===== src/core/mhb_consts.svh =====
`ifndef MHB_CONSTS_SVH
`define MHB_CONSTS_SVH
// timebase: one tick per millisecond at 40 MHz
`define MHB_CLK_PERIOD_NS  25
`define MHB_TICK_NS        1000000
`define MHB_TICK_CYCLES    (`MHB_TICK_NS / `MHB_CLK_PERIOD_NS)
// brake function selector codes
`define MHB_SEL_CLOSED     2'h0
`define MHB_SEL_SEQ        2'h1
`define MHB_SEL_OPEN       2'h2
`define MHB_SEL_SEQ_ROUTED 2'h3
// reset values of outputs
`define MHB_RST_BRAKE      1'b0
`define MHB_RST_MOTOR      1'b0
`endif


===== src/core/mhb_pkg.sv =====
package mhb_pkg;
   // run and stop commands travel together
   typedef struct packed {
      logic on;
      logic ramp_stop_cmd;
      logic coast_stop_cmd;
      logic fast_stop_cmd;
   } mhb_cmd_t;

   // sequencer states
   typedef enum logic [2:0] {
      ST_OFF     = 3'b000,
      ST_EXCITE  = 3'b001,
      ST_OPENING = 3'b010,
      ST_RUN     = 3'b011,
      ST_DECEL   = 3'b100,
      ST_CLOSING = 3'b101
   } mhb_state_t;
endpackage : mhb_pkg


===== src/core/mhb_sequencer.sv =====
`include "mhb_consts.svh"

// Behaviour
// - switch-on enables the motor; release follows the excitation interval.
// - the speed reference stays zero for the opening interval, then ramps.
// - ramp and fast stops compare setpoint and speed with the threshold.
// - setpoint below threshold starts the standstill monitoring timer.
// - measured speed below threshold starts the pulse suppression timer.
// - brake release drops when the first of those two timers expires.
// - the motor stays on for the closing interval after the brake closes.
// - a coast stop closes the brake at once, whatever the speed.
// - in sequence modes the motor is enabled whenever the brake is released.
// - selector: 0 closed, 1 sequence, 2 open, 3 sequence via routed input.
// - force-release acts unless force-close or a coast stop is set; force-close acts unconditionally; both idle low.
// - a status output reports whether the brake is open.
module mhb_sequencer #(
   parameter int TW = 16,                       // timer width in bits
   parameter int SW = 16,                       // speed width
   parameter int TICK_CYCLES = `MHB_TICK_CYCLES // cycles per tick
) (
   input  wire logic          mclk,                       // 40 MHz clock
   input  wire logic          rst,                        // async reset
   input  wire mhb_pkg::mhb_cmd_t cmd,                    // run and stops
   input  wire logic [1:0]    brake_function_select,      // selector
   input  wire logic          routed_release,             // mode 3 source
   input  wire logic          force_brake_release_src,    // force open
   input  wire logic          force_brake_close_src,      // force closed
   input  wire logic [TW-1:0] excitation_buildup_time,    // ticks
   input  wire logic [TW-1:0] brake_open_interval,        // ticks
   input  wire logic [TW-1:0] brake_close_interval,       // ticks
   input  wire logic [TW-1:0] standstill_monitor_time,    // ticks
   input  wire logic [TW-1:0] pulse_suppress_delay,       // ticks
   input  wire logic [SW-1:0] standstill_speed_threshold, // magnitude
   input  wire logic [SW-1:0] speed_setpoint,             // magnitude
   input  wire logic [SW-1:0] speed_actual,               // magnitude
   output logic               brake_release,              // 1 = open
   output logic               motor_enable,               // power stage
   output logic               speed_ref_enable,           // 0 holds zero
   output logic               brake_open_status           // status
);
   localparam int CW = $clog2(TICK_CYCLES + 1);

   mhb_pkg::mhb_state_t st_q, st_d;
   logic [CW-1:0] div_q, div_d;
   logic tick;
   logic rel_q, rel_d, men_q, men_d, sre_q, sre_d, sts_q, sts_d;
   logic cmd_edge, seq_mode, stop_any;
   mhb_pkg::mhb_cmd_t cmd_q;
   logic t_exc, t_open, t_close, t_ss, t_ps;
   logic sp_low, act_low;

   // timebase divider for all sequencing intervals
   always_comb begin
      div_d = div_q + CW'(1);
      if (div_q == CW'(TICK_CYCLES - 1)) begin
         div_d = '0;
      end
   end
   assign tick = (div_q == CW'(TICK_CYCLES - 1));

   // any new command edge restarts every timer
   assign cmd_edge = |(cmd & ~cmd_q);
   assign stop_any = cmd.ramp_stop_cmd | cmd.fast_stop_cmd;
   assign seq_mode = brake_function_select == `MHB_SEL_SEQ ||
                     brake_function_select == `MHB_SEL_SEQ_ROUTED;
   // comparisons run continuously while decelerating
   assign sp_low  = speed_setpoint < standstill_speed_threshold;
   assign act_low = speed_actual < standstill_speed_threshold;

   mhb_tick_timer #(.W(TW)) u_exc (
      .mclk(mclk), .rst(rst), .clr(cmd_edge),
      .run(st_q == mhb_pkg::ST_EXCITE),
      .tick(tick), .limit(excitation_buildup_time), .done(t_exc));
   mhb_tick_timer #(.W(TW)) u_open (
      .mclk(mclk), .rst(rst), .clr(cmd_edge),
      .run(st_q == mhb_pkg::ST_OPENING),
      .tick(tick), .limit(brake_open_interval), .done(t_open));
   mhb_tick_timer #(.W(TW)) u_close (
      .mclk(mclk), .rst(rst), .clr(cmd_edge),
      .run(st_q == mhb_pkg::ST_CLOSING),
      .tick(tick), .limit(brake_close_interval), .done(t_close));
   // standstill monitor starts when setpoint drops below threshold
   mhb_tick_timer #(.W(TW)) u_ss (
      .mclk(mclk), .rst(rst), .clr(cmd_edge),
      .run(st_q == mhb_pkg::ST_DECEL && sp_low),
      .tick(tick), .limit(standstill_monitor_time), .done(t_ss));
   // pulse suppression delay starts when speed drops below threshold
   mhb_tick_timer #(.W(TW)) u_ps (
      .mclk(mclk), .rst(rst), .clr(cmd_edge),
      .run(st_q == mhb_pkg::ST_DECEL && act_low),
      .tick(tick), .limit(pulse_suppress_delay), .done(t_ps));

   // sequencer next state; coast stop overrides everything
   always_comb begin
      st_d = st_q;
      unique case (st_q)
         mhb_pkg::ST_OFF: begin
            if (cmd.on && !stop_any && !cmd.coast_stop_cmd) begin
               st_d = mhb_pkg::ST_EXCITE;
            end
         end
         mhb_pkg::ST_EXCITE: begin
            if (t_exc) begin
               st_d = mhb_pkg::ST_OPENING;
            end
         end
         mhb_pkg::ST_OPENING: begin
            if (t_open) begin
               st_d = mhb_pkg::ST_RUN;
            end
         end
         mhb_pkg::ST_RUN: begin
            if (stop_any) begin
               st_d = mhb_pkg::ST_DECEL;
            end
         end
         mhb_pkg::ST_DECEL: begin
            if (t_ss || t_ps) begin
               st_d = mhb_pkg::ST_CLOSING;
            end
         end
         mhb_pkg::ST_CLOSING: begin
            if (t_close) begin
               st_d = mhb_pkg::ST_OFF;
            end
         end
         default: st_d = mhb_pkg::ST_OFF;
      endcase
      // a stop during start-up goes straight to deceleration
      if (stop_any && (st_q == mhb_pkg::ST_EXCITE ||
                       st_q == mhb_pkg::ST_OPENING)) begin
         st_d = mhb_pkg::ST_DECEL;
      end
      if (cmd.coast_stop_cmd) begin
         st_d = mhb_pkg::ST_OFF;
      end
   end

   // outputs, all registered
   always_comb begin
      rel_d = st_d == mhb_pkg::ST_OPENING || st_d == mhb_pkg::ST_RUN ||
              st_d == mhb_pkg::ST_DECEL;
      // routed source gates the sequence in mode 3
      if (brake_function_select == `MHB_SEL_SEQ_ROUTED) begin
         rel_d = rel_d & routed_release;
      end
      if (brake_function_select == `MHB_SEL_CLOSED) begin
         rel_d = 1'b0;
      end
      if (brake_function_select == `MHB_SEL_OPEN) begin
         rel_d = 1'b1;
      end
      // close wins over release: failing safe holds the load
      if (force_brake_release_src) begin
         rel_d = 1'b1;
      end
      if (force_brake_close_src || cmd.coast_stop_cmd) begin
         rel_d = 1'b0;
      end
      // motor stays on while brake released in sequence modes
      men_d = st_d != mhb_pkg::ST_OFF || (seq_mode && rel_d);
      if (cmd.coast_stop_cmd) begin
         men_d = 1'b0;
      end
      sre_d = st_d == mhb_pkg::ST_RUN;
      sts_d = rel_d;
   end

   always_ff @(posedge mclk or posedge rst) begin
      if (rst) begin
         st_q  <= mhb_pkg::ST_OFF;
         div_q <= '0;
         cmd_q <= '0;
         rel_q <= `MHB_RST_BRAKE;
         men_q <= `MHB_RST_MOTOR;
         sre_q <= 1'b0;
         sts_q <= `MHB_RST_BRAKE;
      end else begin
         st_q  <= st_d;
         div_q <= div_d;
         cmd_q <= cmd;
         rel_q <= rel_d;
         men_q <= men_d;
         sre_q <= sre_d;
         sts_q <= sts_d;
      end
   end

   assign brake_release     = rel_q;
   assign motor_enable      = men_q;
   assign speed_ref_enable  = sre_q;
   assign brake_open_status = sts_q;

   // ---- assertions ----
   property p_exc_open;
      @(posedge mclk) disable iff (rst)
      (st_q == mhb_pkg::ST_EXCITE && t_exc && !stop_any &&
       !cmd.coast_stop_cmd) |=> (st_q == mhb_pkg::ST_OPENING);
   endproperty
   a_exc_open: assert property (p_exc_open)
      else $error("no open after excite");

   property p_hold_ref;
      @(posedge mclk) disable iff (rst)
      // the reference output is registered with the state, so it is checked
      // in the same cycle; the ramp starts only in the first run cycle
      (st_q == mhb_pkg::ST_OPENING) |-> !speed_ref_enable;
   endproperty
   a_hold_ref: assert property (p_hold_ref)
      else $error("ref released early");

   property p_first_timer;
      @(posedge mclk) disable iff (rst)
      (st_q == mhb_pkg::ST_DECEL && (t_ss || t_ps) && !cmd.coast_stop_cmd)
      |=> (st_q == mhb_pkg::ST_CLOSING);
   endproperty
   a_first_timer: assert property (p_first_timer)
      else $error("no close");

   property p_ss_start;
      @(posedge mclk) disable iff (rst)
      (st_q == mhb_pkg::ST_DECEL && !sp_low && !act_low)
      |-> !(t_ss || t_ps) ||
      standstill_monitor_time == '0 || pulse_suppress_delay == '0;
   endproperty
   a_ss_start: assert property (p_ss_start)
      else $error("timer w/o low");

   property p_close_motor;
      @(posedge mclk) disable iff (rst)
      (st_q == mhb_pkg::ST_CLOSING && !t_close && !cmd.coast_stop_cmd)
      |=> motor_enable;
   endproperty
   a_close_motor: assert property (p_close_motor)
      else $error("motor off early");

   property p_coast;
      @(posedge mclk) disable iff (rst)
      cmd.coast_stop_cmd |=> !brake_release && !motor_enable;
   endproperty
   a_coast: assert property (p_coast)
      else $error("coast kept brake open");

   property p_motor_rel;
      @(posedge mclk) disable iff (rst)
      (seq_mode && brake_release) |-> motor_enable;
   endproperty
   a_motor_rel: assert property (p_motor_rel)
      else $error("released w/o motor");

   property p_force_close;
      @(posedge mclk) disable iff (rst)
      force_brake_close_src |=> !brake_release;
   endproperty
   a_force_close: assert property (p_force_close)
      else $error("force close");

   property p_status;
      @(posedge mclk) disable iff (rst)
      brake_open_status == brake_release;
   endproperty
   a_status: assert property (p_status)
      else $error("status mismatch");

   c_run:   cover property (@(posedge mclk) st_q == mhb_pkg::ST_RUN);
   c_close: cover property (@(posedge mclk)
      st_q == mhb_pkg::ST_CLOSING ##1 st_q == mhb_pkg::ST_OFF);
   c_coast: cover property (@(posedge mclk)
                            st_q == mhb_pkg::ST_RUN && cmd.coast_stop_cmd);
endmodule : mhb_sequencer


===== src/core/mhb_tick_timer.sv =====
`include "mhb_consts.svh"

// interval counter in ticks; restarts on clr, expires once count reached
module mhb_tick_timer #(
   parameter int W = 16
) (
   input  wire logic         mclk,   // system clock
   input  wire logic         rst,    // async reset, high
   input  wire logic         clr,    // restart from zero
   input  wire logic         run,    // count while high
   input  wire logic         tick,   // timebase pulse
   input  wire logic [W-1:0] limit,  // interval in ticks
   output logic              done    // interval elapsed, level
);
   logic [W-1:0] cnt_q, cnt_d;

   // saturate at limit so done holds until cleared
   always_comb begin
      cnt_d = cnt_q;
      if (clr || !run) begin
         cnt_d = '0;
      end else if (tick && cnt_q < limit) begin
         cnt_d = cnt_q + W'(1);
      end
   end

   always_ff @(posedge mclk or posedge rst) begin
      if (rst) begin
         cnt_q <= '0;
      end else begin
         cnt_q <= cnt_d;
      end
   end

   assign done = run && !clr && (cnt_q >= limit);
endmodule : mhb_tick_timer


===== config.mk =====
export PLATFORM = sky130hd
export DESIGN_NAME = mhb_sequencer
export DESIGN_NICKNAME = d
export VERILOG_FILES = /design/src/core/mhb_pkg.sv /design/src/core/mhb_sequencer.sv /design/src/core/mhb_tick_timer.sv
export VERILOG_INCLUDE_DIRS = /design/src /design/src/core
export SDC_FILE = /design/constraint.sdc
export NUM_CORES = 1
export LEC_CHECK = 0
export BUFFER_PORTS_ARGS = -buffer_cell sky130_fd_sc_hd__buf_4
export CORE_ASPECT_RATIO = 0.8
export CORE_MARGIN = 2
export CORE_UTILIZATION = 59
export CTS_BUF_LIST = sky130_fd_sc_hd__clkbuf_8
export DETAILED_ROUTE_END_ITERATION = 7
export PLACE_DENSITY = 0.83
export SKIP_LAST_GASP = 1
export SLEW_MARGIN = 20
export SYNTH_ARGS = -nofsm -noshare
export SYNTH_HDL_FRONTEND = slang
export SYNTH_HIERARCHICAL = 1
export SYNTH_SLANG_ARGS = --single-unit

===== constraint.sdc =====
create_clock -name mclk -period 3.2 [get_ports mclk]
set_input_delay 0.64 -clock mclk [delete_from_list [all_inputs] [get_ports mclk]]
set_output_delay 0.64 -clock mclk [all_outputs]
set_load 0.02 [all_outputs]

### Yosys cells after proc, flatten, opt, wreduce, memory -nomap -nowiden

Cells that the tools add are included.

* register bits after elaboration: 106
* bits of input ports: 139
* output and inout bits: 4

* add/subtract/negate cells: 6
* eq/ne operators: 12
* bitwise logic cells: 4
* reductions and logical operators: 50
* multiplexer cells: 26
* magnitude comparators: 12

Operator list (number)
* 16-bit 2-to-1 mux: 11
* 16-bit < comparator: 7
* 16-bit by 1-bit adder with 16-bit output, second input constant: 6
* 16-bit greater-or-equal comparator: 5
* 3-bit 2-to-1 mux: 8
* 1-bit logical AND: 21
* 3-bit case mux with 6 select lines: 1
* 16-bit == test, second input constant: 1
* 3-bit by 2-bit == test with 1-bit output, second input constant: 4
* 1-bit logical OR: 12
* 2-bit nonzero test: 5
* 3-bit == test, second input constant: 3
* 1-bit logical NOT: 8
* 1-bit 2-to-1 mux: 6
* 4-bit bitwise AND: 1
* 2-bit == test, second input constant: 2
* 4-bit inverter: 1
* 4-bit OR reduction: 1
* 3-bit by 1-bit == test with 1-bit output, second input constant: 1
* 3-bit logical NOT: 1
* 3-bit nonzero test: 1
* 2-bit by 1-bit == test with 1-bit output, second input constant: 1
* 2-bit logical NOT: 1
* 1-bit bitwise AND: 1
* 1-bit bitwise OR: 1

### Longest topological paths before layout

* depth in word-level cells: 23
* mapped depth: 14
* mapped depth without buffers: 13

### Modules after synthesis

The synthesis kept the hierarchy.

Modules (own cells, without submodules)
* mhb_tick_timer (u_exc ...): instances 4, area an instance 1263.7 µm², cells an instance 152, sequential area each 400.4 µm²
* mhb_sequencer: instances 1, area an instance 1893.1 µm², cells an instance 201, sequential area each 650.6 µm²
* mhb_tick_timer (u_close): instances 1, area an instance 1296.2 µm², cells an instance 154, sequential area each 400.4 µm²

### Least setup slack after synthesis

No wires, ideal clock.

* path type: input port to flip-flop
* start point: in standstill_speed_threshold[4]
* end point: reg sts_q (netlist: brake_open_status)
* arrival time: 2.612 ns
* setup time: 0.125 ns
* required time: 3.075 ns
* cell stages on the path: 14
* path buffers: 1
* slack: 0.463 ns
* cell sequence: inv_1 ha_1 a21o_1 a2111oi_0 o21ai_1 a221oi_1 o21a_1 nand2b_1 buf_1 a21oi_1 nor2_1 o32ai_1 a21o_1 o21ai_1

* word-level cells in the longest chain between the ends: 18
* elaborated cells on any way between the ends: 24

RTL lines
* start, declared: RTL line mhb_sequencer.sv:33 `input wire logic [SW-1:0] standstill_speed_threshold,`
* 16-bit < comparator (*): RTL line mhb_sequencer.sv:68 `assign act_low = speed_actual < standstill_speed_threshold;`
* 1-bit logical AND (*): RTL line mhb_sequencer.sv:90 `.run(st_q == mhb_pkg::ST_DECEL && act_low),`
* 1-bit logical AND (*) (2 in series): RTL line mhb_tick_timer.sv:35 `assign done = run && !clr && (cnt_q >= limit);`
* via t_ps: RTL line mhb_sequencer.sv:49 `logic t_exc, t_open, t_close, t_ss, t_ps;`
* 1-bit logical OR (*): RTL line mhb_sequencer.sv:118 `if (t_ss || t_ps) begin`
* 3-bit 2-to-1 mux (*): RTL line mhb_sequencer.sv:118
* 3-bit case mux with 6 select lines (*): RTL line mhb_sequencer.sv:96 `unique case (st_q)`
* 3-bit 2-to-1 mux (*): RTL line mhb_sequencer.sv:130 `if (stop_any && (st_q == mhb_pkg::ST_EXCITE ||`
* (+1 left out)
* via st_d[0]: RTL line mhb_sequencer.sv:43 `mhb_pkg::mhb_state_t st_q, st_d;`
* (+2 left out)
* 1-bit logical OR (*): RTL line mhb_sequencer.sv:141 `rel_d = st_d == mhb_pkg::ST_OPENING || st_d == mhb_pkg::ST_RUN ||`
* 1-bit bitwise AND: RTL line mhb_sequencer.sv:145 `rel_d = rel_d & routed_release;`
* 1-bit 2-to-1 mux (*): RTL line mhb_sequencer.sv:144 `` if (brake_function_select == `MHB_SEL_SEQ_ROUTED) begin ``
* 1-bit 2-to-1 mux (*): RTL line mhb_sequencer.sv:147 `` if (brake_function_select == `MHB_SEL_CLOSED) begin ``
* 1-bit 2-to-1 mux (*): RTL line mhb_sequencer.sv:150 `` if (brake_function_select == `MHB_SEL_OPEN) begin ``
* 1-bit 2-to-1 mux (*): RTL line mhb_sequencer.sv:154 `if (force_brake_release_src) begin`
* 1-bit 2-to-1 mux (*): RTL line mhb_sequencer.sv:157 `if (force_brake_close_src || cmd.coast_stop_cmd) begin`
* via rel_d: RTL line mhb_sequencer.sv:46 `logic rel_q, rel_d, men_q, men_d, sre_q, sre_d, sts_q, sts_d;`
* end signal, assigned: RTL line mhb_sequencer.sv:177 `` sts_q <= `MHB_RST_BRAKE; ``
* end signal, assigned: RTL line mhb_sequencer.sv:185 `sts_q <= sts_d;`
* end, declared: RTL line mhb_sequencer.sv:46

The timed path passes the listed nets; every way through them passes the cells marked *.
A chain may end at the register's enable or synchronous reset.

### Worst setup path after layout

* start point: reg div_q[8]
* end point: reg u_open.cnt_q[4]

* word-level cells in the longest chain between the ends: 3

RTL lines
* start, declared: RTL line mhb_sequencer.sv:44 `logic [CW-1:0] div_q, div_d;`
* start signal, assigned: RTL line mhb_sequencer.sv:180 `div_q <= div_d;`
* 16-bit == test: RTL line mhb_sequencer.sv:59 `assign tick = (div_q == CW'(TICK_CYCLES - 1));`
* via tick: RTL line mhb_sequencer.sv:45 `logic tick;`
* 1-bit logical AND: RTL line mhb_tick_timer.sv:22 `end else if (tick && cnt_q < limit) begin`
* 2-bit nonzero test (no source line)
* end signal, assigned: RTL line mhb_tick_timer.sv:31 `cnt_q <= cnt_d;`
* end, declared: RTL line mhb_tick_timer.sv:15 `logic [W-1:0] cnt_q, cnt_d;`

The timed path passes the listed nets, and every way through them passes these cells.

==> run metrics <==
# fillers around 1.1k; die area 14,900 um^2; Final nets around 1.4k; syn_nets 1,218; largest net degree at the start of global routing 27; commonest non-fill, non-tap cell in the layout buf_4; Die Y approximately 110 um; gr usage total 26.4%; Yosys Warn Count 6; peak fanout along the critical path 19; Setup CP Type flop to flop; Synth Instances a little under 1k; Buffers on Ports about 140; Routed WL about 19,000 um; Routed Antenna Nets 0; Worst-path clk slew ~0.10 ns; slew margin rel. 37.6%; synthesized cell area between 8000 and 9000 um^2; Top FF cell, synth dfrtp_1; H-Tree Depth 3; Post-synth EDFFs 0; maxcap violations 0; Leak about 4.5 nW; post-route minimum period slightly below 3 ns; R2R Setup Slk around 0.22 ns; most frequent cells in the layout buf_4, inv_1, ha_1; Rows 38; number of global-route vias before repair between 7k and 8k; DIE WIDTH 136 um; Routed WL per cell 14.5 um; Initial DRT Pass Iterations 5; Max Clock Freq ~340 MHz; DR vias/cell 5.77; # diodes 0; startpoint types flop; routed vias 7,457; FF-to-FF End u_open/cnt_q[4]; run status complete, no violations; CP endpoint kind flop; CTS Hold Bufs 0; RR Startpoint div_q[8]; proportion of layout cells with a drive suffix above 1 approximately 17%; first-pass GRT wire length roughly 32,000 um; Max clock buf depth 2; Placer Congestion 0.854; Hold Violations, Final 0; final slew viol count 0; syn_area_per_cell about 8.6 um^2; post-synthesis register bit count approximately 110; hold crit path type input pin to asynchronous set/reset pin; DR DRC count 0; Critical Path AT between 3 and 4 ns; clk_skew ~0.0099 ns; R2R cell count 9; Cell variety after synth 54; Worst Max-Slew Pin Slew between 0.9 and 1 ns; initial core utilization 60.6%; sequential area share after synthesis between 30% and 40%; clk_lat worst skew around 0.38 ns; # IOs roughly 140; Syn-to-layout area delta 18.1%; total grt overflow 0; CTS Sinks approximately 110; TritonCTS clock tree yes; fin crit share between 90% and 100%; final setup violation count 0; Hold Slack slightly below 0.4 ns; Final TNS setup 0 ns; Cell Pwr Density 254 nW/um^2; unrepaired setup endpoints after global routing no; initial DRC count roughly 400; asr flop ratio synth 100%; cts bufs inserted 9; core area 13,600 um^2; VDD IR max between 0.00015 and 0.0002 V; HPWL Detailed about 15,000 um; initial antenna violation count 0; multi-input logic area about 5000 um^2; Root Driver clkbuf_8; FF/Latch Area roughly 2700 um^2; worst endpoint required time approximately 3.5 ns
## how the worst max path moves through the flow
stage,from,endpoint,slack (ns),cells past startpoint
floorplan,standstill_speed_threshold[4],brake_open_status,0.46,14
global placement,standstill_speed_threshold[4],brake_open_status,0.24,14
detailed placement,standstill_speed_threshold[4],brake_open_status,0.1,14
CTS,div_q[8],u_open/cnt_q[4],0.11,9
global route,div_q[8],u_open/cnt_q[10],0.04,8
finish,div_q[8],u_open/cnt_q[4],0.22,9
## registers in the layout, indices dropped and copies added, names as in the netlist
| register | cells |
|---|---|
| cmd_q | 4 |
| speed_ref_enable | 1 |
| u_close/cnt_q | 16 |
| u_open/cnt_q | 16 |
| u_ps/cnt_q | 16 |
| u_exc/cnt_q | 16 |
| div_q | 16 |
| motor_enable | 1 |
| st_q | 3 |
| brake_open_status | 1 |
| u_ss/cnt_q | 16 |
## metal layers
metal	vias up	routed length, um	track usage, %	part of all wire [%]
met5	-	0	0	0
met3	23	900	4.33	4.8
met4	0	284	6.25	1.5
li1	3781	-	-	-
met1	3488	8810	35.4	47
met2	165	8780	44.9	47
## logic make-up (layout without fill, tap and decap cells)
logic type | count (synthesis) | count (layout) | share of synthesized area [%]
simple gates | 302 | 302 | 20.2
mux | 8 | 8 | 0.971
fa+ha+maj | 116 | 116 | 17.6
buf+inv | 160 | 309 | 7.48
xor+xnor | 23 | 23 | 2.44
compound gates | 248 | 248 | 19.1
flops | 106 | 106 | 32.2
## synthesized netlist by cell type (all sizes together), types with 8 or more instances
master | n | area [um^2]
nor2 | 51 | 191
dfrtp | 106 | 2650
o211ai | 8 | 60.1
o31ai | 26 | 195
nand2 | 56 | 213
nand3 | 42 | 240
mux2i | 8 | 80.1
o21ai | 59 | 299
ha | 116 | 1450
or3 | 41 | 262
nor2b | 8 | 50.1
or4 | 28 | 210
nand4 | 46 | 288
inv | 138 | 518
nand2b | 11 | 68.8
xnor2 | 16 | 140
a21oi | 108 | 544
buf | 15 | 72.6
## area by class of cell
| cell class | instances | share of cell area [%] |
|---|---|---|
| Tap cell | 180 | 2.31 |
| Timing Repair Buffer | 156 | 12.0 |
| Clock inverter | 4 | 0.296 |
| Multi-Input combinational cell | 697 | 51.2 |
| Clock buffer | 11 | 1.55 |
| Inverter | 138 | 5.32 |
| Sequential cell | 106 | 27.2 |
## repair_timing
| item | in CTS | in global routing |
|---|---|---|
| endpoints found under the hold margin | 0 | 0 |
| setup endpoints to repair | 0 | 7 |
| buffers inserted | 0 | 0 |
| resized for setup | 0 | 2 |
## through the flow
step | util, % | area [um^2] | cells | setup slack (ns) | total power, mW
2_1_floorplan | - | 8240 | 963 | 0.463 | 1.54
3_3_place_gp | 70.2 | 9540 | 1277 | 0.238 | 1.72
3_5_place_dp | 70.2 | 9540 | 1277 | 0.0988 | 1.73
4_1_cts | 71.5 | 9720 | 1292 | 0.113 | 2.49
5_1_grt | 71.6 | 9740 | 1292 | 0.0368 | 2.60
6_report | 71.6 | 9740 | 1292 | 0.218 | 2.47
## where the power goes
part / internal [mW] / total, mW / switching (mW)
Combinational: 0.190 / 0.356 / 0.165
Clock: 0.322 / 0.771 / 0.449
Sequential: 1.34 / 1.35 / 0.00308
Total: 1.86 / 2.47 / 0.617
## critical path, stage by stage (launching register included)
cell	delay (ns)
dfrtp_1	0.44
or4b_4	0.55
nor4_4	0.28
buf_4	0.24
inv_1	0.08
a2111oi_4	0.35
nand3_4	0.24
buf_4	0.23
or3_1	0.34
a21oi_1	0.17
(Power assumes the default switching activity.)
